$ cat config.mk
export PLATFORM = sky130hd
export DESIGN_NAME = pso_output_ctrl
export DESIGN_NICKNAME = d
export VERILOG_FILES = /design/src/pso_pkg.sv /design/src/pso_output_ctrl.sv
export SDC_FILE = /design/constraint.sdc
export NUM_CORES = 2
export LEC_CHECK = 0
export BUFFER_PORTS_ARGS = -buffer_cell sky130_fd_sc_hd__buf_4
export CAP_MARGIN = 5
export CORE_MARGIN = 1
export CORE_UTILIZATION = 30
export CTS_CLUSTER_SIZE = 16
export DETAILED_ROUTE_END_ITERATION = 10
export PLACE_DENSITY_LB_ADDON = 0.1
export SETUP_SLACK_MARGIN = 0.3
export SLEW_MARGIN = 5
export SYNTH_ARGS = -nofsm -noshare
export SYNTH_HDL_FRONTEND = slang
export SYNTH_SLANG_ARGS = --single-unit
$ cat constraint.sdc
create_clock -name clk_sys -period 103.2 [get_ports clk_sys]
set_input_delay 0 -clock clk_sys [delete_from_list [all_inputs] [get_ports clk_sys]]
set_output_delay 0 -clock clk_sys [all_outputs]
set_load 0.005 [all_outputs]
$ cat src/pso_pkg.sv
// package for the pulse, sync and output-control block: register map, fields, timing and state
// How it works
// - range follows the automatic request by default; holding keeps present amplifier setting
// - the apply command forces autoranging on and enables the main output
// - main output is disabled after reset until software enables it
// - overload sets an error, disables output; enable refused until overload is gone
// - inverted mode mirrors the pulse; normal mode starts each cycle high
// - inversion never changes the sync output
// - sync enabled by default, low when disabled, and silent for noise and dc; sweep with marker on still drives sync for noise and dc
// - sweep with marker ignores the sync enable; the marker drives sync
// - sine, ramp: sync is high while the output is above reference; pulse: sync is high for the first half of the period
// - square: sync follows the main output with the same duty cycle
// - arbitrary: sync rises at the first stored point, 50% duty
// - internal modulation: sync is high during the modulating waveform's first half
// - external modulation: sync follows the carrier with 50% duty
// - sweep, marker off: sync rises at sweep start, falls at the midpoint
// - sweep, marker on: sync rises at sweep start, falls at marker frequency
// - triggered burst: sync high from burst start to count done; infinite acts continuous
// - gated burst: sync follows gate but falls only after the last cycle ends
// - pulse period 200 ns to 1000 s, default 1 ms
// - period kept at least width plus 1.6 edge; width and edge shrink
// - width default 100 us; minimum width steps with period; width at most period minus minimum
// - width kept between 1.6 edge and period minus 1.6 edge
// - duty default 10%, clamped so the width meets minimum and edge limits
package pso_pkg;
  localparam int CNT_W = 36;
  localparam int RANGE_W = 3;
  localparam int CLK_NS = 20;
  // time figures in ns and the clock-cycle counts derived from them
  localparam longint PERIOD_MIN_NS = 200;
  localparam longint PERIOD_MAX_NS = 64'd1000_000_000_000;
  localparam longint PERIOD_DEF_NS = 1_000_000;
  localparam longint WIDTH_DEF_NS = 100_000;
  localparam longint WMIN_A_NS = 40;
  localparam longint WMIN_B_NS = 200;
  localparam longint WMIN_C_NS = 2_000;
  localparam longint WSTEP_A_NS = 64'd10_000_000_000;
  localparam longint WSTEP_B_NS = 64'd100_000_000_000;
  localparam longint EDGE_DEF_NS = 20;
  localparam longint EDGE_MAX_NS = 100;
  localparam logic [CNT_W-1:0] PERIOD_MIN_CYC = CNT_W'((PERIOD_MIN_NS + CLK_NS - 1) / CLK_NS);
  localparam logic [CNT_W-1:0] PERIOD_MAX_CYC = CNT_W'(PERIOD_MAX_NS / CLK_NS);
  localparam logic [CNT_W-1:0] PERIOD_DEF_CYC = CNT_W'(PERIOD_DEF_NS / CLK_NS);
  localparam logic [CNT_W-1:0] WIDTH_DEF_CYC = CNT_W'(WIDTH_DEF_NS / CLK_NS);
  localparam logic [CNT_W-1:0] WMIN_A_CYC = CNT_W'((WMIN_A_NS + CLK_NS - 1) / CLK_NS);
  localparam logic [CNT_W-1:0] WMIN_B_CYC = CNT_W'((WMIN_B_NS + CLK_NS - 1) / CLK_NS);
  localparam logic [CNT_W-1:0] WMIN_C_CYC = CNT_W'((WMIN_C_NS + CLK_NS - 1) / CLK_NS);
  localparam logic [CNT_W-1:0] WSTEP_A_CYC = CNT_W'(WSTEP_A_NS / CLK_NS);
  localparam logic [CNT_W-1:0] WSTEP_B_CYC = CNT_W'(WSTEP_B_NS / CLK_NS);
  localparam logic [2:0] EDGE_DEF_CYC = 3'((EDGE_DEF_NS + CLK_NS - 1) / CLK_NS);
  localparam logic [2:0] EDGE_MAX_CYC = 3'(EDGE_MAX_NS / CLK_NS);
  localparam logic [6:0] DUTY_DEF = 7'h0a;
  localparam logic [6:0] DUTY_FULL = 7'h64;
  // register byte offsets
  localparam logic [7:0] OFS_CTRL = 8'h00;
  localparam logic [7:0] OFS_PER_LO = 8'h04;
  localparam logic [7:0] OFS_PER_HI = 8'h08;
  localparam logic [7:0] OFS_WID_LO = 8'h0c;
  localparam logic [7:0] OFS_WID_HI = 8'h10;
  localparam logic [7:0] OFS_DUTY = 8'h14;
  localparam logic [7:0] OFS_EDGE = 8'h18;
  localparam logic [7:0] OFS_STAT = 8'h1c;
  localparam logic [7:0] OFS_EWID_LO = 8'h20;
  localparam logic [7:0] OFS_EPER_LO = 8'h24;
  // control register fields
  localparam int CB_OUT_EN = 0;
  localparam int CB_AUTO = 1;
  localparam int CB_INV = 2;
  localparam int CB_SYNC_EN = 3;
  localparam int CB_APPLY = 4;
  localparam int CB_FUNC = 8;
  localparam int CB_MOD_ON = 11;
  localparam int CB_MOD_EXT = 12;
  localparam int CB_SWEEP = 13;
  localparam int CB_MARKER = 14;
  localparam int CB_BURST = 15;
  localparam int CB_GATED = 16;
  localparam int CB_INF = 17;
  // status register fields
  localparam int SB_OVL_ERR = 0;
  localparam int SB_OVL_NOW = 1;
  localparam int SB_OUT_EN = 2;
  localparam int SB_RANGE = 3;
  localparam int SB_SYNC = 6;
  localparam int SB_CLAMP = 7;
  localparam int SB_EDGE = 8;

  typedef enum logic [2:0] {FN_SINE, FN_SQUARE, FN_RAMP, FN_PULSE, FN_NOISE, FN_DC, FN_ARB} pso_func_t;

  typedef struct packed {
    logic psel;
    logic penable;
    logic pwrite;
    logic [7:0] paddr;
    logic [31:0] pwdata;
  } pso_apb_req_t;

  typedef struct packed {
    logic carrier_high;
    logic arb_first;
    logic arb_half;
    logic mod_half;
    logic sweep_start;
    logic sweep_mid;
    logic sweep_marker;
    logic burst_start;
    logic burst_done;
    logic gate;
    logic cycle_end;
  } pso_evt_t;

  typedef struct packed {
    logic out_en;
    logic auto_range;
    logic invert;
    logic sync_en;
    pso_func_t func;
    logic mod_on;
    logic mod_ext;
    logic sweep_on;
    logic marker_on;
    logic burst_on;
    logic burst_gated;
    logic burst_inf;
    logic [CNT_W-1:0] period;
    logic [CNT_W-1:0] width;
    logic [6:0] duty;
    logic [2:0] edge_set;
    logic by_duty;
    logic [CNT_W-1:0] eff_period;
    logic [CNT_W-1:0] eff_width;
    logic [2:0] eff_edge;
    logic clamped;
    logic [CNT_W-1:0] cnt;
    logic pulse_out;
    logic sync_out;
    logic sweep_sync;
    logic burst_sync;
    logic arb_sync;
    logic [1:0] ovl_pipe;
    logic ovl_err;
    logic [RANGE_W-1:0] range_code;
    logic pready;
    logic pslverr;
    logic [31:0] prdata;
  } pso_state_t;
endpackage
$ cat src/pso_output_ctrl.sv
// pulse generator, sync selector, output enable and range control with an apb register file
//
// The address map and the APB register port were left to the implementer.
`timescale 1ns/1ps
module pso_output_ctrl import pso_pkg::*; #(
  parameter logic [CNT_W-1:0] P_PERIOD_MAX = PERIOD_MAX_CYC,
  parameter logic [CNT_W-1:0] P_WSTEP_A = WSTEP_A_CYC,
  parameter logic [CNT_W-1:0] P_WSTEP_B = WSTEP_B_CYC,
  parameter logic [CNT_W-1:0] P_PERIOD_DEF = PERIOD_DEF_CYC,
  parameter logic [CNT_W-1:0] P_WIDTH_DEF = WIDTH_DEF_CYC
) (
  // clock and reset
  input wire logic clk_sys,
  input wire logic reset_n,
  // apb slave
  input wire logic psel,
  input wire logic penable,
  input wire logic pwrite,
  input wire logic [7:0] paddr,
  input wire logic [31:0] pwdata,
  output logic [31:0] prdata,
  output logic pready,
  output logic pslverr,
  // waveform generators and amplitude logic on this clock
  input wire pso_evt_t evt,
  input wire logic [RANGE_W-1:0] range_req,
  // overload detector pin
  input wire logic overload_pin,
  // output stage
  output logic out_en,
  output logic wave_invert,
  output logic [RANGE_W-1:0] range_code,
  output logic [2:0] edge_cycles,
  output logic pulse_out,
  output logic sync_out
);

  pso_state_t s;
  pso_state_t next_s;
  pso_apb_req_t req;

  function automatic logic [CNT_W-1:0] fn_min(input logic [CNT_W-1:0] a, input logic [CNT_W-1:0] b);
    fn_min = (a < b) ? a : b;
  endfunction

  function automatic logic [CNT_W-1:0] fn_max(input logic [CNT_W-1:0] a, input logic [CNT_W-1:0] b);
    fn_max = (a > b) ? a : b;
  endfunction

  // 1.6 times an edge count, rounded up to whole cycles
  function automatic logic [CNT_W-1:0] fn_edge_span(input logic [2:0] e);
    fn_edge_span = CNT_W'(({3'h0, e} * 6'h08 + 6'h04) / 6'h05);
  endfunction

  // largest edge count that fits a span of 1.6 edges, floor of 5/8
  function automatic logic [CNT_W-1:0] fn_edge_fit(input logic [CNT_W-1:0] span);
    fn_edge_fit = CNT_W'(({4'h0, span} * 40'h5) >> 3);
  endfunction

  // unmapped offsets answer with an error and ignore writes
  function automatic logic fn_mapped(input logic [7:0] a);
    fn_mapped = (a == OFS_CTRL) || (a == OFS_PER_LO) || (a == OFS_PER_HI) || (a == OFS_WID_LO) ||
                (a == OFS_WID_HI) || (a == OFS_DUTY) || (a == OFS_EDGE) || (a == OFS_STAT) ||
                (a == OFS_EWID_LO) || (a == OFS_EPER_LO);
  endfunction

  always_comb begin
    req.psel = psel;
    req.penable = penable;
    req.pwrite = pwrite;
    req.paddr = paddr;
    req.pwdata = pwdata;
  end

  logic wr;
  logic [CNT_W-1:0] p_c;
  logic [CNT_W-1:0] wmin;
  logic [CNT_W-1:0] w_req;
  logic [CNT_W-1:0] w_a;
  logic [CNT_W-1:0] e_fit;
  logic [CNT_W-1:0] e_c;
  logic [CNT_W-1:0] w_b;
  logic [CNT_W-1:0] span;
  logic [CNT_W+6:0] duty_prod;
  logic cont_sync;
  logic run_sync;
  logic sweep_fall;
  logic [31:0] rd;
  logic [31:0] ctrl_rd;
  logic [31:0] stat_rd;
  logic ovl_now;

  always_comb begin
    next_s = s;
    // a write lands only in the access cycle marked by the registered ready
    wr = req.psel && req.penable && s.pready && req.pwrite;
    ovl_now = s.ovl_pipe[1];

    // effective pulse timing, re-derived every cycle from the programmed values
    p_c = fn_max(fn_min(s.period, P_PERIOD_MAX), PERIOD_MIN_CYC);
    if (p_c <= P_WSTEP_A) begin
      wmin = WMIN_A_CYC;
    end else if (p_c <= P_WSTEP_B) begin
      wmin = WMIN_B_CYC;
    end else begin
      wmin = WMIN_C_CYC;
    end
    duty_prod = {7'h00, p_c} * {{CNT_W{1'b0}}, s.duty};
    w_req = s.by_duty ? CNT_W'(duty_prod / (CNT_W + 7)'(DUTY_FULL)) : s.width;
    w_a = fn_min(fn_max(w_req, wmin), p_c - wmin);
    // edge shrinks first so both the pulse and the gap hold 1.6 edges
    e_fit = fn_min(fn_edge_fit(w_a), fn_edge_fit(p_c - w_a));
    e_c = fn_max(fn_min({{(CNT_W-3){1'b0}}, s.edge_set}, e_fit), CNT_W'(1));
    span = fn_edge_span(e_c[2:0]);
    w_b = fn_min(fn_max(w_a, span), p_c - span);
    next_s.eff_period = p_c;
    next_s.eff_width = w_b;
    next_s.eff_edge = e_c[2:0];
    next_s.clamped = (w_b != w_req) || (e_c[2:0] != s.edge_set) || (p_c != s.period);

    // pulse counter; a shortened period wraps at once
    if (s.cnt >= s.eff_period - CNT_W'(1)) begin
      next_s.cnt = '0;
    end else begin
      next_s.cnt = s.cnt + CNT_W'(1);
    end
    next_s.pulse_out = (s.cnt < s.eff_width) ^ s.invert;

    // sync sources; a set follows its clear so a set in the same cycle wins
    if (evt.arb_half) begin
      next_s.arb_sync = 1'b0;
    end
    if (evt.arb_first) begin
      next_s.arb_sync = 1'b1;
    end
    if (s.marker_on) begin
      sweep_fall = evt.sweep_marker;
    end else begin
      sweep_fall = evt.sweep_mid;
    end
    if (sweep_fall) begin
      next_s.sweep_sync = 1'b0;
    end
    if (evt.sweep_start) begin
      next_s.sweep_sync = 1'b1;
    end
    // a gated burst keeps sync high until the output cycle in flight ends
    if (s.burst_gated) begin
      if (!evt.gate && evt.cycle_end) begin
        next_s.burst_sync = 1'b0;
      end
      if (evt.gate) begin
        next_s.burst_sync = 1'b1;
      end
    end else begin
      if (evt.burst_done) begin
        next_s.burst_sync = 1'b0;
      end
      if (evt.burst_start) begin
        next_s.burst_sync = 1'b1;
      end
    end

    case (s.func)
      FN_PULSE: cont_sync = s.cnt < (s.eff_period >> 1);
      FN_SINE, FN_RAMP: cont_sync = evt.carrier_high;
      FN_SQUARE: cont_sync = evt.carrier_high;
      FN_ARB: cont_sync = s.arb_sync;
      default: cont_sync = 1'b0;
    endcase
    // polarity is applied to the pulse only, never to the sync path
    if (s.sweep_on && s.marker_on) begin
      run_sync = s.sweep_sync;
    end else if (!s.sync_en || s.func == FN_NOISE || s.func == FN_DC) begin
      run_sync = 1'b0;
    end else if (s.sweep_on) begin
      run_sync = s.sweep_sync;
    end else if (s.burst_on && !s.burst_inf) begin
      run_sync = s.burst_sync;
    end else if (s.mod_on) begin
      if (s.mod_ext) begin
        run_sync = evt.carrier_high;
      end else begin
        run_sync = evt.mod_half;
      end
    end else begin
      run_sync = cont_sync;
    end
    next_s.sync_out = run_sync;

    // range: follow the request while automatic, otherwise hold
    if (s.auto_range) begin
      next_s.range_code = range_req;
    end

    // overload pin synchroniser
    next_s.ovl_pipe = {s.ovl_pipe[0], overload_pin};

    // register writes
    if (wr) begin
      case (req.paddr)
        OFS_CTRL: begin
          if (req.pwdata[CB_APPLY]) begin
            next_s.auto_range = 1'b1;
            next_s.out_en = 1'b1;
          end else begin
            next_s.auto_range = req.pwdata[CB_AUTO];
            next_s.out_en = req.pwdata[CB_OUT_EN];
          end
          next_s.invert = req.pwdata[CB_INV];
          next_s.sync_en = req.pwdata[CB_SYNC_EN];
          next_s.func = pso_func_t'(req.pwdata[CB_FUNC +: 3]);
          next_s.mod_on = req.pwdata[CB_MOD_ON];
          next_s.mod_ext = req.pwdata[CB_MOD_EXT];
          next_s.sweep_on = req.pwdata[CB_SWEEP];
          next_s.marker_on = req.pwdata[CB_MARKER];
          next_s.burst_on = req.pwdata[CB_BURST];
          next_s.burst_gated = req.pwdata[CB_GATED];
          next_s.burst_inf = req.pwdata[CB_INF];
        end
        // halves apply at once; the clamp covers the value between the two writes
        OFS_PER_LO: next_s.period[31:0] = req.pwdata;
        OFS_PER_HI: next_s.period[CNT_W-1:32] = req.pwdata[CNT_W-33:0];
        OFS_WID_LO: begin
          next_s.width[31:0] = req.pwdata;
          next_s.by_duty = 1'b0;
        end
        OFS_WID_HI: begin
          next_s.width[CNT_W-1:32] = req.pwdata[CNT_W-33:0];
          next_s.by_duty = 1'b0;
        end
        OFS_DUTY: begin
          // compare the whole word so an over-range duty saturates instead of wrapping
          if (req.pwdata > {25'h000_0000, DUTY_FULL}) begin
            next_s.duty = DUTY_FULL;
          end else begin
            next_s.duty = req.pwdata[6:0];
          end
          next_s.by_duty = 1'b1;
        end
        OFS_EDGE: begin
          if (req.pwdata == 32'h0000_0000) begin
            next_s.edge_set = EDGE_DEF_CYC;
          end else if (req.pwdata > {29'h0000_0000, EDGE_MAX_CYC}) begin
            next_s.edge_set = EDGE_MAX_CYC;
          end else begin
            next_s.edge_set = req.pwdata[2:0];
          end
        end
        OFS_STAT: begin
          // only the error flag is writable, and only to clear it
          if (req.pwdata[SB_OVL_ERR]) begin
            next_s.ovl_err = 1'b0;
          end
        end
        default: ;
      endcase
    end

    // overload wins over any enable and over an error clear in the same cycle
    if (ovl_now) begin
      next_s.out_en = 1'b0;
      next_s.ovl_err = 1'b1;
    end

    // read data, captured in the setup cycle
    ctrl_rd = '0;
    ctrl_rd[CB_OUT_EN] = s.out_en;
    ctrl_rd[CB_AUTO] = s.auto_range;
    ctrl_rd[CB_INV] = s.invert;
    ctrl_rd[CB_SYNC_EN] = s.sync_en;
    ctrl_rd[CB_FUNC +: 3] = s.func;
    ctrl_rd[CB_MOD_ON] = s.mod_on;
    ctrl_rd[CB_MOD_EXT] = s.mod_ext;
    ctrl_rd[CB_SWEEP] = s.sweep_on;
    ctrl_rd[CB_MARKER] = s.marker_on;
    ctrl_rd[CB_BURST] = s.burst_on;
    ctrl_rd[CB_GATED] = s.burst_gated;
    ctrl_rd[CB_INF] = s.burst_inf;
    stat_rd = '0;
    stat_rd[SB_OVL_ERR] = s.ovl_err;
    stat_rd[SB_OVL_NOW] = ovl_now;
    stat_rd[SB_OUT_EN] = s.out_en;
    stat_rd[SB_RANGE +: RANGE_W] = s.range_code;
    stat_rd[SB_SYNC] = s.sync_out;
    stat_rd[SB_CLAMP] = s.clamped;
    stat_rd[SB_EDGE +: 3] = s.eff_edge;
    case (req.paddr)
      OFS_CTRL: rd = ctrl_rd;
      OFS_PER_LO: rd = s.period[31:0];
      OFS_PER_HI: rd = {{(64-CNT_W){1'b0}}, s.period[CNT_W-1:32]};
      OFS_WID_LO: rd = s.width[31:0];
      OFS_WID_HI: rd = {{(64-CNT_W){1'b0}}, s.width[CNT_W-1:32]};
      OFS_DUTY: rd = {25'h000_0000, s.duty};
      OFS_EDGE: rd = {29'h0000_0000, s.edge_set};
      OFS_STAT: rd = stat_rd;
      OFS_EWID_LO: rd = s.eff_width[31:0];
      OFS_EPER_LO: rd = s.eff_period[31:0];
      default: rd = 32'h0000_0000;
    endcase
    // answer one cycle after every setup; read data holds until the next setup
    next_s.pready = 1'b0;
    next_s.pslverr = 1'b0;
    if (req.psel && !req.penable) begin
      next_s.pready = 1'b1;
      next_s.pslverr = !fn_mapped(req.paddr);
      if (req.pwrite) begin
        next_s.prdata = 32'h0000_0000;
      end else begin
        next_s.prdata = rd;
      end
    end
  end

  always_ff @(posedge clk_sys or negedge reset_n) begin
    if (!reset_n) begin
      s <= '0;
      s.auto_range <= 1'b1;
      s.out_en <= 1'b0;
      s.sync_en <= 1'b1;
      s.func <= FN_PULSE;
      s.period <= P_PERIOD_DEF;
      s.width <= P_WIDTH_DEF;
      s.duty <= DUTY_DEF;
      s.edge_set <= EDGE_DEF_CYC;
      s.eff_period <= P_PERIOD_DEF;
      s.eff_width <= P_WIDTH_DEF;
      s.eff_edge <= EDGE_DEF_CYC;
    end else begin
      s <= next_s;
    end
  end

  assign prdata = s.prdata;
  assign pready = s.pready;
  assign pslverr = s.pslverr;
  assign out_en = s.out_en;
  assign wave_invert = s.invert;
  assign range_code = s.range_code;
  assign edge_cycles = s.eff_edge;
  assign pulse_out = s.pulse_out;
  assign sync_out = s.sync_out;

endmodule // pso_output_ctrl

==> results.md <==
- Routability cong.: between 1 and 1.5
- RSZ-0062 raised after global routing: no
- CTS tree: done
- Post-synth EDFFs: 0
- Post-CTS Repair Setup Buffers: 0
- GRT Total Usage: about a quarter
- CTS sink count: around 250
- Rows: about 140
- Max-slew violation count: 0
- Multi-input logic area: between 30000 and 40000 µm²
- Sequential area share after synthesis: ~15%
- Initial drt markers: roughly 4k
- Core area: roughly 140000 µm²
- Post-Syn Instances: 5267
- GR Util met1: 35.8%
- Worst path required time: about 100 ns
- First-pass GRT wire length: between 200 and 300 mm
- Slew headroom: between 10% and 20%
- Nets: 5959
- Critical Path Source Type: register
- Min Tclk post-route: approximately 63 ns
- DRC: 0
- Hold Fails Final Rpt: 3
- Largest area contributor in the netlist: ha_1
- Met2 usage: about two fifths
- Highest clock rate: 0.0158 GHz
- Tcrit/Tclk final: 61.2%
- Fin area: approximately 47000 µm²
- Worst min-delay path class: input port to async pin
- Clock transition at path regs: roughly 0.06 ns
- Slowest stage delay, CP: about 0.99 ns
- Reg2reg start: s[226]$_DFFE_PN0P_
- Post-layout util: between 30% and 40%
- Post-detail-place hpwl: 155 mm
- CTS root buf: clkbuf_16
- CTS Buffer Depth: 3
- GR peak layer: met2
- Synth area leaders: ha_1, dfrtp_1, fa_1
- Cell Area, Placed: between 40000 and 50000 µm²
- Initial antenna violation count: 18
- Drt wl/cell: 26.4 µm
- Post-Route WL: 190 mm
- Mapped cell area: about 43000 µm²
- IO buf count: around 100
- Via density per instance: about 5.7
- Synthesized flop and latch total: ~250
- Clock skew: 0.0228 ns
- Largest net degree at the start of global routing: roughly 110
- Filler cells: about 15k
- Crit. Startpoint: s[226]$_DFFE_PN0P_
- Reg2reg end: s[81]$_DFF_PN0_
- Cell mode on critical path: a21o_1
- Via count: 41.2k
- Max-Cap Viols: 0
- Critical Path AT: approximately 64 ns
- Drt pass-1 iters: 9
- Failing checks: hold timing
- Setup TNS: 0 ns
- Count of different cell masters after synthesis: around 150
- Main synth FF type: dfrtp_1
- Worst-case reg-to-reg path depth: 220
- Top Ports: around 100
- Crit path capture type: register
- Register area: 6390 µm²
- Status: finished with violations
- Final setup violation count: 0
- Transition time of the tightest slew-check pin: between 1 and 1.5 ns
- Slowest cell on the critical path: o31ai_1
- Die X: 381 µm
- Asr flop ratio synth: 100%
- Avg Inst Size Synth: roughly 8 µm²
- Worst skew pair latency: approximately 0.57 ns
- Mapped Nets: 5965
- WS Path Type: register to register
- Layout cells sized above 1: 10.3%
- Vert. Die Dim: between 300 and 400 µm
- Worst hold slack: -0.0109 ns
- Gr ovfl total: 0
- DRT antenna net count: 0
- Crit path max fanout: 53
- Area delta synth->final: 9.93%
- Initial Utilization: a little under a third
- Die ar.: between 100000 and 150000 µm²
- Met3 GRT Util: under 10%
- Post-synth top area share: 13.5%
- Yosys warns: 0
- Reg2Reg Setup Slack: around 40 ns
- Htree depth: 2
- TritonCTS buffer count: 36
- Number of global-route vias before repair: ~40k
-- kinds of logic after synthesis --
group,count (synthesis),synth area share [%]
mux,193,4.90
simple gates,1650,19.6
xor+xnor,371,7.79
flops,254,14.8
compound gates,1479,24.8
fa+ha+maj,646,21.7
buf+inv,674,6.40
-- worst max-delay path, delay by kind of cell (launching register included) --
family | cells | cell delay, ns
compound gates | 123 | 34.65
xor+xnor | 8 | 1.61
fa+ha+maj | 19 | 6.21
buf+inv | 8 | 1.61
flops | 1 | 0.61
mux | 7 | 3.36
simple gates | 55 | 14.78
-- cells in the final DEF, fill, tap and decap left out, drive strengths merged, types with 48 or more instances in the layout --
| master | count |
|---|---|
| xnor2 | 243 |
| a21oi | 358 |
| fa | 174 |
| a211oi | 58 |
| nor2 | 350 |
| nor3 | 108 |
| o21ai | 254 |
| a21o | 129 |
| o21a | 56 |
| and2 | 105 |
| and3 | 142 |
| dlygate4sd3 | 48 |
| inv | 394 |
| nor4 | 54 |
| dfrtp | 224 |
| nand4 | 86 |
| nand2 | 374 |
| mux2i | 83 |
| nand2b | 92 |
| o21bai | 74 |
| xor2 | 127 |
| mux2 | 110 |
| ha | 464 |
| nand3 | 121 |
| nor2b | 91 |
| buf | 184 |
-- final cells by class --
| cell class | instances | share of cell area, % |
|---|---|---|
| Sequential cell | 254 | 13.5 |
| Tap cell | 1890 | 4.98 |
| Antenna cell | 6 | 0.0316 |
| Clock inverter | 17 | 0.546 |
| Timing Repair Buffer | 232 | 3.94 |
| Multi-Input combinational cell | 4339 | 71.8 |
| Inverter | 398 | 3.15 |
| Clock buffer | 47 | 2.11 |
-- flip-flops by register name, indices dropped and copies added (netlist names) --
register     flops
sync_out         1
pslverr          1
out_en           1
ovl_now          1
wave_invert      1
range_code       3
next_s           1
s              196
edge_cycles      3
pulse_out        1
prdata          32
pready           1
ctrl_rd         12
-- repair_timing --
| action | CTS | global route |
|---|---|---|
| hold buffers | 48 | 0 |
| resized for setup | 0 | 0 |
| setup endpoints to repair | 0 | 0 |
| endpoints found under the hold margin | 183 | 0 |
-- how the worst max path moves through the flow --
stage	end	slack, ns	depth (start not counted)
floorplan	s[81]$_DFF_PN0_	52.76	243
global placement	s[81]$_DFF_PN0_	41.74	221
detailed placement	s[81]$_DFF_PN0_	41.03	221
CTS	s[81]$_DFF_PN0_	40.93	219
global route	s[81]$_DFF_PN0_	35.84	218
finish	s[81]$_DFF_PN0_	40.07	220
-- routing by layer --
layer  part of all wire (%)  routed length [µm]
met1                     46               87600
met2                     44               83900
met3                    5.6               10600
met4                    4.1                7820
met5                 0.0090                  17
-- per-stage QoR --
stage	instances	setup WS [ns]
floorplan	5267	52.76
global placement	7064	41.74
detailed placement	7065	41.03
CTS	7177	40.93
global route	7177	35.84
finish	7183	40.07
-- synthesized netlist by cell type, types with 19 or more instances --
| cell type | count |
|---|---|
| a21oi_1 | 349 |
| or3_1 | 25 |
| a22oi_1 | 23 |
| clkbuf_1 | 185 |
| a222oi_1 | 39 |
| a211o_1 | 20 |
| and2_1 | 105 |
| nand3_1 | 120 |
| or4_1 | 23 |
| nand4_1 | 84 |
| o31ai_1 | 32 |
| a31oi_1 | 33 |
| o2111ai_1 | 27 |
| o22ai_1 | 20 |
| buf_4 | 45 |
| o21ai_0 | 189 |
| o21bai_1 | 73 |
| and3_1 | 142 |
| a22o_1 | 40 |
| xnor2_1 | 236 |
| dfrtp_1 | 224 |
| buf_2 | 32 |
| nor2b_1 | 91 |
| o21a_1 | 55 |
| a21o_1 | 129 |
| nor2_1 | 347 |
| o21ai_1 | 55 |
| xor2_1 | 125 |
| ha_1 | 464 |
| dfstp_2 | 30 |
| inv_1 | 388 |
| o211ai_1 | 44 |
| nand2_1 | 371 |
| a211oi_1 | 46 |
| mux2_2 | 106 |
| fa_1 | 174 |
| mux2i_1 | 80 |
| nand2b_1 | 92 |
| nor4_1 | 52 |
| nor3_1 | 104 |
| a221oi_1 | 19 |
Power is left out: the tool's default activity adds up to more than one toggle a clock period on the data nets, which glitch-free logic cannot reach.
